## src/rtl/dtz_cfg.svh

```systemverilog
// Constants of the digital port and totalizer block: offsets, fields,
// reset values and timing. Expects to be included by the package and top.
`ifndef DTZ_CFG_SVH
`define DTZ_CFG_SVH

// Widths
`define DTZ_PORT_W      8
`define DTZ_CNT_W       26
`define DTZ_STAMP_W     16
`define DTZ_ADDR_W      8

// Byte offsets of the word registers
`define DTZ_OFS_PORT0   8'h00
`define DTZ_OFS_PORT1   8'h04
`define DTZ_OFS_WORD    8'h08
`define DTZ_OFS_DIR     8'h0c
`define DTZ_OFS_SCAN    8'h10
`define DTZ_OFS_CMD     8'h14
`define DTZ_OFS_COUNT   8'h18
`define DTZ_OFS_MON     8'h1c
`define DTZ_OFS_CFG     8'h20
`define DTZ_OFS_LIMIT   8'h24
`define DTZ_OFS_PAT     8'h28
`define DTZ_OFS_AMAP    8'h2c
`define DTZ_OFS_STATUS  8'h30
`define DTZ_OFS_SNAP    8'h34
`define DTZ_OFS_SCNT    8'h38

// Command register bits
`define DTZ_CMD_CARD    0
`define DTZ_CMD_LOCAL   1
`define DTZ_CMD_LSEL    2
`define DTZ_CMD_CLEAR   3
`define DTZ_CMD_SWEEP   4

// Status register bits
`define DTZ_ST_ERR      4

// Reset values
`define DTZ_RST_DIR     2'h0
`define DTZ_RST_SCAN    3'h0
`define DTZ_RST_CFG     8'h00

// Timing: fastest counted pulse rate and module clock rate
`define DTZ_MAX_RATE_HZ 100000
`define DTZ_CLK_HZ      25000000
`define DTZ_SYNC_CYC    4

`endif

```

## src/rtl/dtz_pkg.sv

```systemverilog
// Types of the digital port and totalizer block.
// Assumes dtz_cfg.svh is on the include path.
`include "dtz_cfg.svh"

package dtz_pkg;

  // Pattern alarm flavour per port
  typedef enum logic {
    DTZ_PAT_EQ  = 1'b0,
    DTZ_PAT_CHG = 1'b1
  } dtz_pmode_t;

  // Software configuration word
  typedef struct packed {
    dtz_pmode_t [1:0] pmode;    // Bits 7:6
    logic [1:0]       pat_en;   // Bits 5:4
    logic             rsvd;     // Bit 3
    logic             lim_en;   // Bit 2
    logic             slope_rise; // Bit 1
    logic             rr_mode;  // Bit 0
  } dtz_cfg_t;

  // Whole state of the block
  typedef struct packed {
    logic                    waitreq;
    logic [31:0]             rdata;
    logic [15:0]             port_out;
    logic [1:0]              dir;
    logic [2:0]              scan;
    dtz_cfg_t                cfg;
    logic [`DTZ_CNT_W-1:0]   count;
    logic [`DTZ_CNT_W-1:0]   limit;
    logic [31:0]             pat;
    logic [5:0]              amap;
    logic                    err;
    logic [3:0]              alarm;
    logic [2:0]              sync1;
    logic [2:0]              sync2;
    logic [2:0]              sync3;
    logic [15:0]             prev_in;
    logic [`DTZ_STAMP_W-1:0] stamp;
    logic [31:0]             snap;
    logic [`DTZ_CNT_W-1:0]   scnt;
  } dtz_state_t;

endpackage : dtz_pkg

```

## src/rtl/dtz_top.sv

```systemverilog
// Two 8-bit digital ports and a 26-bit gated event counter behind an
// Avalon-MM slave. Port pins are split into in/out/enable; counter and
// gate inputs are asynchronous and get synchronised here.
// Behaviour
// RULE1 - Two independent 8-bit ports; port 0 is low byte, port 1 high.
// RULE2 - Adding a port to the scan set forces only that port to input.
// RULE3 - Scanned port may be read but data and direction writes are refused.
// RULE4 - Word read only when neither port is scanned; else refused.
// RULE5 - Sweep samples both bytes together under one timestamp.
// RULE6 - Card reset command returns both ports to input.
// RULE7 - Local card reset returns only the selected port to input.
// RULE8 - Output direction refused for a scanned port.
// RULE9 - Byte write to one port or word write to both at once.
// RULE10 - 26-bit counter counts pulses up to 100 kHz.
// RULE11 - Counts rising or falling edge as slope setting selects.
// RULE12 - Counts only while high gate high and low gate low.
// RULE13 - Unwired gates float to enabled, so counting is continuous.
// RULE14 - After the maximum count the next edge wraps to zero.
// RULE15 - Read-and-clear read zeroes count atomically, losing no edge.
// RULE16 - Scanned counter in read-and-clear mode clears on each sweep.
// RULE17 - Monitor reads never clear the count.
// RULE18 - Card reset zeroes the count.
// RULE19 - Immediate clear zeroes the count at once, scanning or not.
// RULE20 - Enabled alarms are evaluated every cycle regardless of scanning.
// RULE21 - Per port alarm on a pattern or on a pattern change.
// RULE22 - Pattern test: (value xor ref) and mask; zero means equal.
// RULE23 - Each alarm output is the OR of its assigned sources.
// RULE24 - Counter and gates synchronised before edge detection.
`timescale 1ns/1ps
`include "dtz_cfg.svh"

module dtz_top
  import dtz_pkg::*;
#(
  parameter int CLK_HZ      = `DTZ_CLK_HZ,
  parameter int MAX_RATE_HZ = `DTZ_MAX_RATE_HZ
) (
  // Clock and reset
  input  wire logic        clk_i,
  input  wire logic        rst_b_i,
  // Avalon-MM slave
  input  wire logic [7:0]  avs_address_i,
  input  wire logic        avs_read_i,
  input  wire logic        avs_write_i,
  input  wire logic [3:0]  avs_byteenable_i,
  input  wire logic [31:0] avs_writedata_i,
  output logic      [31:0] avs_readdata_o,
  output logic             avs_waitrequest_o,
  // Digital port pins, port 0 in bits 7:0
  input  wire logic [15:0] port_in_i,
  output logic      [15:0] port_out_o,
  output logic      [15:0] port_oe_o,
  // Counter input and gates
  input  wire logic        cnt_in_i,
  input  wire logic        gate_hi_i,
  input  wire logic        gate_lo_n_i,
  // Alarm lines
  output logic      [3:0]  alarm_o
);

  // Clock cycles in one period of a pulse at the top counted rate
  localparam int MIN_PERIOD_CYC = CLK_HZ / MAX_RATE_HZ;

  if (MIN_PERIOD_CYC < 2 * `DTZ_SYNC_CYC) begin : g_rate_check
    $error("dtz_top: clock too slow for the counter pulse rate");
  end

  dtz_state_t s;
  dtz_state_t n;

  logic [31:0] wmask;
  logic [31:0] wd;
  logic        take;
  logic        done;
  logic        rise;
  logic        fall;
  logic        gate_ok;
  logic        inc;
  logic        cnt_clr;
  logic [2:0]  added;
  logic [2:0]  src;
  logic [7:0]  pv [2];
  logic        word_ok;

  // Byte lanes of the write data
  always_comb begin
    wmask = {{8{avs_byteenable_i[3]}}, {8{avs_byteenable_i[2]}},
             {8{avs_byteenable_i[1]}}, {8{avs_byteenable_i[0]}}};
  end

  // Next state of the whole block
  always_comb begin
    n       = s;
    wd      = avs_writedata_i & wmask;
    take    = (avs_read_i | avs_write_i) & s.waitreq;
    done    = (avs_read_i | avs_write_i) & ~s.waitreq;
    cnt_clr = 1'b0;
    added   = 3'h0;
    src     = 3'h0;
    pv[0]   = 8'h00;
    pv[1]   = 8'h00;
    word_ok = ~(|s.scan[1:0]);

    // Two-stage sync, third stage only for edge detect; see RULE24
    n.sync1 = {gate_lo_n_i, gate_hi_i, cnt_in_i};
    n.sync2 = s.sync1;
    n.sync3 = s.sync2;

    // Free-running timestamp and previous port value
    n.stamp   = s.stamp + 16'h0001;
    n.prev_in = port_in_i;

    // Edge select and gating; see RULE11 see RULE12 see RULE13
    rise    = s.sync2[0] & ~s.sync3[0];
    fall    = ~s.sync2[0] & s.sync3[0];
    gate_ok = s.sync2[1] & ~s.sync2[2];
    inc     = gate_ok & (s.cfg.slope_rise ? rise : fall);

    // Count with natural wrap of the 26-bit field; see RULE10 see RULE14
    n.count = s.count + `DTZ_CNT_W'(inc);

    // Handshake: one wait cycle, then one cycle with waitrequest low
    n.waitreq = ~take;

    // Read data captured at the edge that drops waitrequest
    if (take && avs_read_i) begin
      unique case (avs_address_i)
        `DTZ_OFS_PORT0:  n.rdata = {24'h000000, port_in_i[7:0]};
        `DTZ_OFS_PORT1:  n.rdata = {24'h000000, port_in_i[15:8]};
        `DTZ_OFS_WORD: begin
          // Word read only with neither port scanned; see RULE4
          n.rdata = word_ok ? {16'h0000, port_in_i} : 32'h00000000;
        end
        `DTZ_OFS_DIR:    n.rdata = {30'h00000000, s.dir};
        `DTZ_OFS_SCAN:   n.rdata = {29'h00000000, s.scan};
        `DTZ_OFS_COUNT: begin
          n.rdata = {6'h00, s.count};
          // Clear in the same edge, keeping an edge that lands now
          cnt_clr = s.cfg.rr_mode; // see RULE15
        end
        // Monitor path leaves the count alone; see RULE17
        `DTZ_OFS_MON:    n.rdata = {6'h00, s.count};
        `DTZ_OFS_CFG:    n.rdata = {24'h000000, s.cfg};
        `DTZ_OFS_LIMIT:  n.rdata = {6'h00, s.limit};
        `DTZ_OFS_PAT:    n.rdata = s.pat;
        `DTZ_OFS_AMAP:   n.rdata = {26'h0000000, s.amap};
        `DTZ_OFS_STATUS: n.rdata = {27'h0000000, s.err, s.alarm};
        `DTZ_OFS_SNAP:   n.rdata = s.snap;
        `DTZ_OFS_SCNT:   n.rdata = {6'h00, s.scnt};
        default:         n.rdata = 32'h00000000;
      endcase
    end

    // Refused word read marks the error flag; see RULE4
    if (take && avs_read_i && avs_address_i == `DTZ_OFS_WORD && !word_ok) begin
      n.err = 1'b1;
    end

    // Writes act at the edge that sees waitrequest low
    if (done && avs_write_i) begin
      unique case (avs_address_i)
        `DTZ_OFS_PORT0: begin
          // Scanned port takes no data; see RULE3
          if (s.scan[0]) n.err = 1'b1;
          else if (avs_byteenable_i[0]) n.port_out[7:0] = wd[7:0];
        end
        `DTZ_OFS_PORT1: begin
          if (s.scan[1]) n.err = 1'b1; // see RULE3
          else if (avs_byteenable_i[0]) n.port_out[15:8] = wd[7:0];
        end
        `DTZ_OFS_WORD: begin
          // Both bytes land in one edge; see RULE9 see RULE1
          if (|s.scan[1:0]) n.err = 1'b1; // see RULE3
          else n.port_out = (s.port_out & ~wmask[15:0]) | wd[15:0];
        end
        `DTZ_OFS_DIR: begin
          if (avs_byteenable_i[0]) begin
            // Output refused on a scanned port; see RULE8 see RULE3
            n.dir = wd[1:0] & ~s.scan[1:0];
            if (|(wd[1:0] & s.scan[1:0])) n.err = 1'b1;
          end
        end
        `DTZ_OFS_SCAN: begin
          if (avs_byteenable_i[0]) begin
            n.scan = wd[2:0];
            // Only a newly added port is forced to input; see RULE2
            added  = wd[2:0] & ~s.scan;
            n.dir  = s.dir & ~added[1:0];
          end
        end
        `DTZ_OFS_CMD: begin
          if (avs_byteenable_i[0]) begin
            if (wd[`DTZ_CMD_CARD]) begin
              n.dir   = `DTZ_RST_DIR; // see RULE6
              cnt_clr = 1'b1;         // see RULE18
            end
            if (wd[`DTZ_CMD_LOCAL]) begin
              n.dir[wd[`DTZ_CMD_LSEL]] = 1'b0; // see RULE7
            end
            if (wd[`DTZ_CMD_CLEAR]) cnt_clr = 1'b1; // see RULE19
            if (wd[`DTZ_CMD_SWEEP]) begin
              // One instant, one stamp for both bytes; see RULE5
              n.snap = {s.stamp, port_in_i};
              n.scnt = s.count;
              if (s.scan[2] && s.cfg.rr_mode) cnt_clr = 1'b1; // see RULE16
            end
          end
        end
        `DTZ_OFS_CFG: begin
          if (avs_byteenable_i[0]) n.cfg = dtz_cfg_t'(wd[7:0]);
        end
        `DTZ_OFS_LIMIT: begin
          n.limit = `DTZ_CNT_W'((s.limit & ~wmask[25:0]) | wd[25:0]);
        end
        `DTZ_OFS_PAT: n.pat = (s.pat & ~wmask) | wd;
        `DTZ_OFS_AMAP: begin
          if (avs_byteenable_i[0]) n.amap = wd[5:0];
        end
        `DTZ_OFS_STATUS: begin
          // Write one to clear; this clear is applied after any refusal set in this edge, so the clear wins
          if (avs_byteenable_i[0] && wd[`DTZ_ST_ERR]) n.err = 1'b0;
        end
        default: ;
      endcase
    end

    // A clear keeps an edge counted in this very cycle
    if (cnt_clr) n.count = `DTZ_CNT_W'(inc);

    // Pattern alarms per port, every cycle; see RULE20 see RULE21
    for (int p = 0; p < 2; p++) begin
      if (s.cfg.pmode[p] == DTZ_PAT_EQ) begin
        pv[p] = (port_in_i[8*p +: 8] ^ s.pat[8*p +: 8])
                & s.pat[16 + 8*p +: 8]; // see RULE22
        src[p] = s.cfg.pat_en[p] & (pv[p] == 8'h00);
      end else begin
        pv[p] = (port_in_i[8*p +: 8] ^ s.prev_in[8*p +: 8])
                & s.pat[16 + 8*p +: 8];
        src[p] = s.cfg.pat_en[p] & (pv[p] != 8'h00);
      end
    end
    src[2] = s.cfg.lim_en & (s.count >= s.limit); // see RULE20

    // Alarm line k is the OR of sources mapped to k; see RULE23
    for (int k = 0; k < 4; k++) begin
      n.alarm[k] = 1'b0;
      for (int j = 0; j < 3; j++) begin
        if (src[j] && s.amap[2*j +: 2] == 2'(k)) n.alarm[k] = 1'b1;
      end
    end
  end

  // State register
  always_ff @(posedge clk_i or negedge rst_b_i) begin
    if (!rst_b_i) begin
      s         <= '0;
      s.waitreq <= 1'b1;
      s.dir     <= `DTZ_RST_DIR;
      s.scan    <= `DTZ_RST_SCAN;
      s.cfg     <= dtz_cfg_t'(`DTZ_RST_CFG);
    end else begin
      s <= n;
    end
  end

  // Outputs straight from the state register
  assign avs_readdata_o    = s.rdata;
  assign avs_waitrequest_o = s.waitreq;
  assign port_out_o        = s.port_out;
  assign port_oe_o         = {{8{s.dir[1]}}, {8{s.dir[0]}}};
  assign alarm_o           = s.alarm;
endmodule : dtz_top

```

## config.mk

```make
export PLATFORM = sky130hd
export DESIGN_NAME = dtz_top
export DESIGN_NICKNAME = d
export VERILOG_FILES = /design/src/rtl/dtz_pkg.sv /design/src/rtl/dtz_top.sv
export VERILOG_INCLUDE_DIRS = /design/src /design/src/rtl
export SDC_FILE = /design/constraint.sdc
export NUM_CORES = 1
export LEC_CHECK = 0
export BUFFER_PORTS_ARGS = -buffer_cell sky130_fd_sc_hd__buf_2
export CORE_MARGIN = 3
export CORE_UTILIZATION = 54
export CTS_CLUSTER_DIAMETER = 30
export CTS_CLUSTER_SIZE = 25
export DETAILED_ROUTE_END_ITERATION = 10
export PLACE_DENSITY = 0.77
export SYNTH_ARGS = -nofsm -noshare
export SYNTH_HDL_FRONTEND = slang
export SYNTH_SLANG_ARGS = --single-unit
```

## constraint.sdc

```tcl
create_clock -name clk_i -period 2.5 [get_ports clk_i]
set_clock_uncertainty 0.05 [all_clocks]
set_input_delay 0.375 -clock clk_i [delete_from_list [all_inputs] [get_ports clk_i]]
set_output_delay 0.375 -clock clk_i [all_outputs]
set_load 0.01 [all_outputs]
```

# Yosys cells after proc, flatten, opt, wreduce, memory -nomap -nowiden
# Index checks and enable logic that the tools add are counted.
# word_totals
register_bits,254
out_inout_bits,69
elab_cells,201
# classes
add_sub_neg,2
order_cmp,3
eq_ne,31
mux,53
bitwise,44
reduce_logical,42
# ops
cell,count
$pmux W32 S13,1
$and A32 B32 Y32,2
$eq A8 B6 Y1 const B,7
$mux W1,33
$and A8 B8 Y8,4
$eq A8 B5 Y1 const B,4
$mux W16,2
$not A32 Y32,1
$or A32 B32 Y32,1
$pmux W8 S2,2
$xor A8 B8 Y8,4
$add A26 B1 Y26,1
$and A26 B26 Y26,1
$ge A26 B26 Y1,1
$mux W26,1
$not A26 Y26,1
$or A26 B26 Y26,1
$logic_not A8 Y1,3
$mux W8,3
$logic_and A1 B1 Y1,19
$add A16 B1 Y16 const B,1
$and A16 B16 Y16,1
$eq A8 B4 Y1 const B,2
$ne A2 B2 Y1 const B,8
26 further kinds,71

# Logic depth before layout (Yosys ltp)
# Gate-level depths: netlist (run 1).
# logic_depth
ltp_word,12
depth_mapped,11
ltp_nobuf,11

# Worst setup path after synthesis (run 1)
# OpenSTA, ideal clock, no wires.
# synth_timing
kind,flip-flop to flip-flop
from,register s[195] (netlist name)
to,register s[192] (netlist name)
setup_time_ns,0.078
arrival_ns,2.235
required_ns,2.372
slack_ns,0.137
path_stages_with_launch,11
path_buffers,0
period_less_slack_ns,2.363
path_cell_list,dfrtp_1 nor2_1 a21oi_1 nor3b_1 ha_1 ha_1 nand4_1 nor3_4 nand2_1 or3_1 a21oi_1
# synth_rtl
item,line,source
"start, declared",dtz_top.sv:68,dtz_state_t s;
"start signal, assigned",dtz_top.sv:262,s <= n;

==> results by stage, run 1 <==
CTS:
- TritonCTS built the clock tree.
- The maximum buffer depth of the clock tree is 3.
- The H-tree was split into 2 levels.
- The number of clock sinks is 254.
- Clock-pin slew was measured on the worst setup and hold paths at 50 ps.
- TritonCTS created 51 clock buffers.
- Clock latency on the worst-skew pair, taken at its later pin, is 570 ps.
- The master cell of the clock root buffer is sky130_fd_sc_hd__clkbuf_16.

Setup path:
- The data arrival time of the critical path is 2790 ps.
- The highest net fanout along the worst path is 3.
- The worst setup path is captured at a flip-flop.
- The setup check on the worst reg-to-reg path leaves a slack of 130 ps.
- The required arrival time at the worst endpoint is 2930 ps.
- The launching instance or port of the critical path is s[195].
- The launch point of the worst reg-to-reg path is s[195].
- The worst setup path is of the flip-flop to flip-flop kind.
- The worst setup path is launched from a flip-flop.

Timing:
- The worst path uses 94.7% of the clock period.
- Setup violations remaining at the end of the flow were counted as 0.
- Setup repair after global routing left no endpoint under its margin.
- The count of final max-slew check failures is 0.
- The setup TNS is 0 ps.
- The count of endpoints failing hold in the final timing report is 0.
- The worst path in the final design needs a cycle of 2370 ps, including I/O delays and setup.
- In this run the tightest slew margin relative to its limit is 64.5%.
- The maximum operating frequency is 422 MHz.
- The worst hold margin is 14.6 ps.
- The worst-margin pin slew is 532 ps.

Finish:
- At the end of the flow, the number of nets in the layout was 1432.
- Compared with the post-synthesis result, the final layout area differs by 25.0%.
- The repair_antennas step left the layout with diodes totalling 0.
- The ratio of cells with drive above 1 in the final layout is 32.1%.

Routing:
- After detailed routing, the number of vias per cell comes to 6.10.
- The total met2 wirelength after detailed routing is 17300 um.
- The final antenna-violating net count is 0.
- For this block, wires on met1 add up to 15900 um.
- The routed design uses 3350 um of met3 wire.
- The routed length per placed instance is 22.2 um.
- The first detailed-routing pass took 6 iterations.
- The number of vias after detailed routing is 10311.
- The highest metal layer with signal wires is met4.
- For this run, design rule violations remaining after detail routing come to 0.
- Summed over all layers, the routed wires come to 37600 um.
- The number of design-rule violations left by the first detailed-router iteration is 1350.

Power:
- Across the VDD grid, the largest voltage drop is 0.000693 V.
- The switching share of power is 26.5%.
- Summed over all cells, the static leakage comes to 7.65 nW.
- Internal power comes to 9.92 mW.
- Of the total power, registers draw 33.8%.
- Dividing total power by cell area gives a power density of 845 nW/um2.
- The power share of the combinational group is 12.6%.
- The net switching power is 3.58 mW.
- The share of total power dissipated in the clock network is 53.6%.

GRT:
- After global routing the overflow that remains totals 0.
- The first global-routing pass estimated 58900 um of wire.
- The via count of the first global-routing pass is 10299.
- The number of antenna violations at the first check in global routing came to 0.
- Entering global routing, the biggest net connects 68 pins.
- Global routing used 29.2% of the available tracks across all layers.

Floorplanning:
- In this run the standard cell core region covers 23000 um2.
- The number of core rows is 55.
- The die width is 160 um.
- The vertical die dimension is 160 um.
- Once the floorplan was initialized, standard cells occupied 55.6% of the core.
- 136 I/O pins were placed.
- The die covers 25600 um2.

Logic synthesis:
- sky130_fd_sc_hd__dfrtp_1 takes more of the synthesized area than any other cell.
- Synthesis instantiated 64 different standard cells from the library.
- The number of flops mapped to enable cells by yosys is 0.
- The portion of synthesized cell area occupied by the leading cell type is 49.5%.
- Yosys printed 0 warnings.
- The cell count after synthesis came out at 1169.
- The share of synthesized flip-flops with an asynchronous set or reset is 100%.
- The most used flip-flop cell after synthesis is sky130_fd_sc_hd__dfrtp_1.
- The number of flip-flops and latches in the synthesized netlist is 254.
- The net count of the mapped netlist is 1265.
- The proportion of synthesized chip area in sequential cells is 49.7%.
- The post-synthesis average cell area is 10.9 um2.
- The cell area that synthesis handed to floorplanning was 12800 um2.
- After synthesis, the cell types taking the most area are sky130_fd_sc_hd__dfrtp_1 (50%), sky130_fd_sc_hd__mux2_2 (9.4%), sky130_fd_sc_hd__buf_4 (4.6%), sky130_fd_sc_hd__xor2_1 (3.2%), sky130_fd_sc_hd__o21ai_0 (3.0%).

Hold path:
- The worst hold-check path type is primary input to flip-flop.
- The start point of the worst hold path is avs_writedata_i[18].

Flow run:
- The reported max-cap violation count is 0.

Placed design:
- The placed wire-length estimate is 26700 um.
- Port buffering added 135 buffers.
- Routability-driven placement finished with a final weighted congestion of 0.965.

Run status:
- The flow ran to the end, and the final reports show no timing, DRC or antenna violations.
[cells in the final DEF (no fill, tap or decap), types with 6 or more instances in the layout]
cell	synthesis	final
sky130_fd_sc_hd__dfrtp_1	253	253
sky130_fd_sc_hd__buf_2	20	134
sky130_fd_sc_hd__mux2_2	107	107
sky130_fd_sc_hd__nand2_1	101	101
sky130_fd_sc_hd__o21ai_0	76	76
sky130_fd_sc_hd__buf_4	78	64
sky130_fd_sc_hd__nor2_1	56	55
sky130_fd_sc_hd__clkbuf_16	0	51
sky130_fd_sc_hd__xor2_1	47	47
sky130_fd_sc_hd__nand3_1	42	42
sky130_fd_sc_hd__a21oi_1	39	39
sky130_fd_sc_hd__inv_1	38	38
sky130_fd_sc_hd__a222oi_1	32	32
sky130_fd_sc_hd__a22oi_1	31	31
sky130_fd_sc_hd__ha_1	29	29
sky130_fd_sc_hd__dlygate4sd3_1	0	25
sky130_fd_sc_hd__a21o_1	23	23
sky130_fd_sc_hd__xnor2_1	22	22
sky130_fd_sc_hd__nand4_1	13	13
sky130_fd_sc_hd__and3_1	12	12
sky130_fd_sc_hd__a22o_1	12	12
sky130_fd_sc_hd__buf_12	0	12
sky130_fd_sc_hd__clkbuf_8	0	10
sky130_fd_sc_hd__nor3_1	8	8
sky130_fd_sc_hd__a32oi_1	8	8
sky130_fd_sc_hd__bufinv_16	0	8
sky130_fd_sc_hd__and4_1	6	6
sky130_fd_sc_hd__clkinvlp_4	0	6
sky130_fd_sc_hd__clkinv_2	0	6
[routing by layer]
metal,vias to the layer above,track usage [%]
met1,5166,42.0
met4,0,8.92
met3,83,5.47
met2,542,45.5
met5,-,0
li1,4520,-
[final timing paths]
| check | end | depth (start not counted) |
|---|---|---|
| setup / recovery | s[192] | 10 |
| hold / removal | flip-flop | 3 |
| setup reg to reg | s[192] | 10 |
| hold reg to reg | n[91] | 0 |
| max in group asynchronous | avs_readdata_o[3] | 3 |
| min in group asynchronous | s[49] | 2 |
[power by group through the flow]
stage / sequential, mW / combinational (mW) / clock [mW]
after floorplan: 4.65 / 0.781 / 0
after global placement: 4.61 / 1.56 / 0
after detailed placement: 4.62 / 1.59 / 0
after CTS: 4.56 / 1.67 / 7.29
after global routing: 4.59 / 1.86 / 7.53
final: 4.57 / 1.70 / 7.24
[repair_timing]
item                                   4_1_cts  5_1_grt
setup endpoints to repair                    0       12
endpoints found under the hold margin       83        0
buffers inserted                             0        0
hold buffers                                25        0
gates resized for setup                      0        3
[stage by stage]
step / setup slack [ps] / utilization, % / power [mW] / cells / area [um2]
global placement: 171 / 60.2 / 6.16 / 1571 / 13800
CTS: 33.4 / 69.5 / 13.5 / 1691 / 16000
detailed placement: 59.5 / 60.2 / 6.22 / 1571 / 13800
floorplan: 137 / - / 5.43 / 1169 / 12800
finish: 131 / 69.5 / 13.5 / 1691 / 16000
global route: 35.4 / 69.5 / 14.0 / 1691 / 16000
[cell families after synthesis]
logic type	count (synthesis)	share of synthesized area (%)
flip-flops	254	49.7
adder cells (fa/ha/maj)	29	2.84
multiplexers	114	10.1
XOR/XNOR	69	4.73
AO/OA/AOI/OAI	257	13.8
buffers and inverters	160	7.18
AND/OR/NAND/NOR	286	11.6
[layout make-up]
type / count / area, um2
Timing Repair Buffer: 236 / 1660
Tap cell: 313 / 392
Sequential cell: 254 / 6360
Clock inverter: 30 / 447
Clock buffer: 65 / 1430
Fill cell: 1672 / 7010
Inverter: 38 / 143
Multi-Input combinational cell: 755 / 5550
[critical path, stage by stage (launching register included)]
cell                      delay, ps
sky130_fd_sc_hd__dfrtp_1        390
sky130_fd_sc_hd__nor2_1         100
sky130_fd_sc_hd__a21oi_1         80
sky130_fd_sc_hd__nor3b_2        180
sky130_fd_sc_hd__ha_1           220
sky130_fd_sc_hd__ha_1           180
sky130_fd_sc_hd__nand4_1        190
sky130_fd_sc_hd__nor3_4         220
sky130_fd_sc_hd__nand2_1         90
sky130_fd_sc_hd__or3_1          370
sky130_fd_sc_hd__a21oi_1        190
[synth_stat cells, types with 6 or more instances]
cell type and count:
sky130_fd_sc_hd__xnor2_1 22, sky130_fd_sc_hd__a32oi_1 8, sky130_fd_sc_hd__clkbuf_1 23, sky130_fd_sc_hd__o21ai_0 76, sky130_fd_sc_hd__mux2_2 107, sky130_fd_sc_hd__a222oi_1 32, sky130_fd_sc_hd__and3_1 12, sky130_fd_sc_hd__a21o_1 23
sky130_fd_sc_hd__buf_4 78, sky130_fd_sc_hd__buf_2 20, sky130_fd_sc_hd__nor2_1 56, sky130_fd_sc_hd__a22oi_1 31, sky130_fd_sc_hd__a22o_1 12, sky130_fd_sc_hd__and4_1 6, sky130_fd_sc_hd__nand4_1 13, sky130_fd_sc_hd__dfrtp_1 253
sky130_fd_sc_hd__a21oi_1 39, sky130_fd_sc_hd__nor3_1 8, sky130_fd_sc_hd__ha_1 29, sky130_fd_sc_hd__xor2_1 47, sky130_fd_sc_hd__inv_1 38, sky130_fd_sc_hd__nand2_1 101, sky130_fd_sc_hd__nand3_1 42
Note: power is estimated with default switching activity, not from simulation.
==> run 2: changes to the inputs <==
- ABC_AREA: unset -> 1
- SLEW_MARGIN: unset -> 20
==> run 2 against run 1 <==
Effect of this change: design area grew 4.7%; via count grew 23%; critical path type is now primary input to flip-flop; largest cell class unchanged; combinational power shrank 57%; area after synthesis grew 7.1%; non-clock buffer count shrank 46; wire length grew 11%.
==> results by stage, run 2 <==
Placed design:
- The placed wire-length estimate is 30100 um.
- In this run the tool buffered the top-level ports with 135 buffer cells.
- At the end of routability-driven placement, the weighted congestion stood at 1.05.
- The worst setup slack after placement is 121 ps.

Hold path:
- The start point of the worst hold path is avs_writedata_i[22].
- The worst hold-check path type is primary input to flip-flop.
- The worst hold path passes through 3 cells.

Routing:
- Dividing the detail-routed via count by the number of cells gives 5.53.
- Once detail routing completed, the nets flagged for antenna violations numbered 0.
- The remaining routing DRC violations is 0.
- The first TritonRoute pass finished after 6 iterations.
- The routed layout has 12674 vias.
- The total length of routed wires is 41900 um.
- After detailed routing, the average wire length per cell comes to 18.3 um.
- In this run, the number of DRC markers left after iteration 0 of detailed routing was 1595.

Logic synthesis:
- The mapped netlist covers 13700 um2.
- In this run, synthesis produced a sequential element count of 254.
- The post-synthesis average cell area is 7.70 um2.
- The most frequently used cell type in the post-synthesis netlist is sky130_fd_sc_hd__nand2_1.
- Yosys attributes the largest share of cell area to sky130_fd_sc_hd__dfrtp_1 (46%), sky130_fd_sc_hd__nand2_1 (16%), sky130_fd_sc_hd__inv_1 (5.6%), sky130_fd_sc_hd__o21ai_0 (4.4%), sky130_fd_sc_hd__buf_4 (3.9%).
- Ranked by instance count, the synthesized netlist is headed by sky130_fd_sc_hd__nand2_1 (575), sky130_fd_sc_hd__dfrtp_1 (253), sky130_fd_sc_hd__inv_1 (203).
- The net count of the mapped netlist is 1874.
- The number of flops mapped to enable cells by yosys is 0.
- In this run, distinct cell masters in the synthesized netlist total 49.
- For this run, the number of Yosys warnings is 0.
- The flip-flop cell with the highest count after synthesis is sky130_fd_sc_hd__dfrtp_1.
- The cell count after synthesis came out at 1778.
- Summed over all instances, the cell type with the most area after synthesis is sky130_fd_sc_hd__dfrtp_1.
- After synthesis, flip-flops and latches occupy 46.4% of the total area.
- The portion of synthesized cell area occupied by the leading cell type is 46.2%.
- The share of synthesized flip-flops with an asynchronous set or reset is 100%.

GRT:
- For this run, global-route usage on met1 was measured as 44.2%.
- The first global-routing pass estimated 65600 um of wire.
- The via count of the first global-routing pass is 12053.
- The total overflow reported by the global router is 0.
- The largest net degree at the start of global routing is 61.
- The number of antenna violations at the first check in global routing came to 0.
- The met2 global-route usage is 46.9%.
- The total track usage is 31.0%.
- The routing layer with the top usage in global route is met2.
- The met3 layer usage reported by global route is 6.26%.

Setup path:
- The kind of end point of the critical path is a flip-flop.
- The endpoint identified for the worst register-to-register timing path is s[190].
- The required arrival time at the worst endpoint is 2890 ps.
- The launching element type of the critical path is a primary input.
- The launching instance or port of the critical path is avs_write_i.
- The setup check on the worst reg-to-reg path leaves a slack of 210 ps.
- Of all nets on the critical path, the largest fanout is 10.
- The startpoint identified for the worst register-to-register timing path is n[90].
- The type of the worst setup path is primary input to flip-flop.
- Counting cells, the worst reg-to-reg path comes to 13.
- The data arrival time of the critical path is 2740 ps.

Timing:
- The count of final max-slew check failures came to 0.
- The worst hold margin is 20.3 ps.
- Setup violations remaining at the end of the flow were counted as 0.
- The maximum operating frequency is 427 MHz.
- The ratio of final minimum period to clock period is 93.8%.
- In the post-route analysis, the smallest setup slack over all paths is 156 ps.
- The worst-margin pin slew is 548 ps.
- The time the worst path needs with I/O delays and setup is 2340 ps.
- The count of endpoints failing hold in the final timing report came to 0.
- Measured against its own limit, the worst slew margin works out to 63.5%.

Finish:
- The synthesis-to-layout area growth is 22.2%.
- The total inserted antenna cells is 0.
- Leaving out fill and tap cells, the most frequent cells in the layout are sky130_fd_sc_hd__nand2_1 (573), sky130_fd_sc_hd__dfrtp_1 (253), sky130_fd_sc_hd__inv_1 (203).
- The net count of the finished layout is 2014.
- The most common cell after layout, fill and taps aside is sky130_fd_sc_hd__nand2_1.
- The core utilization of the finished layout is 68.0%.
- The ratio of cells with drive above 1 in the final layout is 17.3%.

Floorplanning:
- The starting utilization of the core area is 55.7%.
- The vertical die dimension is 165 um.
- 136 I/O pins were placed.
- Row generation in the floorplan step produced 57 rows.
- The floorplan step set the die width to 165 um.
- The area of the core is 24600 um2.
- The die outline area is 27300 um2.

CTS:
- The cell sitting at the root of the clock tree is a sky130_fd_sc_hd__clkbuf_16.
- The number of buffers created by CTS is 58.
- In this run the deepest clock path goes through 3 buffers.
- The clock tree synthesis step divided the H-tree into 2 levels.
- The CTS clock-pin slew for the worst setup and hold paths is 50 ps.
- The clock tree from TritonCTS is done.
- The number of clock sinks is 254.
- The clock network latency to the later pin of the worst-skew pair is 570 ps.

Power:
- Dividing total power by cell area gives a power density of 774 nW/um2.
- Summing internal, switching and leakage power gives 12.9 mW.
- Summed over all cells, the static leakage comes to 8.77 nW.
- The maximum vdd ir drop is 0.000568 V.

Run status:
- The flow ran to the end, and the final reports show no timing, DRC or antenna violations.

Flow run:
- The tool flagged a number of max-cap violations equal to 0.
## run 2: power breakdown
part | total [mW] | internal, mW | leakage, nW | switching, mW
sequential | 4.34 | 4.22 | 3.34 | 0.117
combinational | 0.737 | 0.231 | 4.42 | 0.506
clock | 7.87 | 5.44 | 1.02 | 2.43
total | 12.9 | 9.89 | 8.77 | 3.05
## run 2: critical path, cell delays in order
cell	delay, ps
sky130_fd_sc_hd__dlygate4sd3_1	530
sky130_fd_sc_hd__buf_2	120
sky130_fd_sc_hd__nor2_1	90
sky130_fd_sc_hd__dlygate4sd3_1	560
sky130_fd_sc_hd__inv_1	60
sky130_fd_sc_hd__nand3_1	80
sky130_fd_sc_hd__inv_1	90
sky130_fd_sc_hd__nand4_1	100
sky130_fd_sc_hd__nand2_2	130
sky130_fd_sc_hd__buf_6	170
sky130_fd_sc_hd__or2_2	280
sky130_fd_sc_hd__o21ai_0	80
sky130_fd_sc_hd__inv_1	60
## run 2: worst max-delay path by stage
stage                  end  slack, ps  depth (start not counted)
floorplan           s[184]        370                         12
global placement    s[192]        160                         15
detailed placement  s[190]        120                         13
CTS                 s[190]         90                         13
global route        s[192]        -20                         15
finish              s[168]        160                         13
## run 2: metrics by stage
stage / instances / instance area [um2] / setup TNS (ps)
after floorplan: 1778 / 13700 / 0
after global placement: 2155 / 14400 / 0
after detailed placement: 2155 / 14400 / 0
after CTS: 2290 / 16700 / 0
after global routing: 2291 / 16700 / -24.8
final: 2291 / 16700 / 0
## run 2: metal layers
layer  part of all wire, %  up-vias
li1                      -     5927
met1                    41     5951
met2                    44      693
met3                    10      103
met4                   3.8        0
met5                     0        -
## run 2: area by class of cell
cell class | count | area (um2)
clock buffer | 75 | 1650
clock inverter | 34 | 420
fill | 2017 | 7880
inverter | 212 | 798
multi-input combinational | 1202 | 5860
sequential | 254 | 6360
tap | 324 | 405
timing repair buffer | 190 | 1240
## run 2: cells by family after synthesis
kind of cell               after synthesis  synth area share [%]
AOI/OAI and AO/OA                      246                  9.82
buffers and inverters                  322                  11.1
muxes                                   10                 0.932
DFF                                    254                  46.4
adders and majority gates               29                  2.65
and+or+nand+nor                        900                  28.0
xor gates and xnor gates                17                  1.09
## run 2: repair_timing
| action | 4_1_cts | 5_1_grt |
|---|---|---|
| gates resized for setup | 0 | 9 |
| hold buffers | 26 | 0 |
| setup endpoints to repair | 0 | 15 |
| endpoints found under the hold margin | 80 | 0 |
| buffers inserted | 0 | 1 |
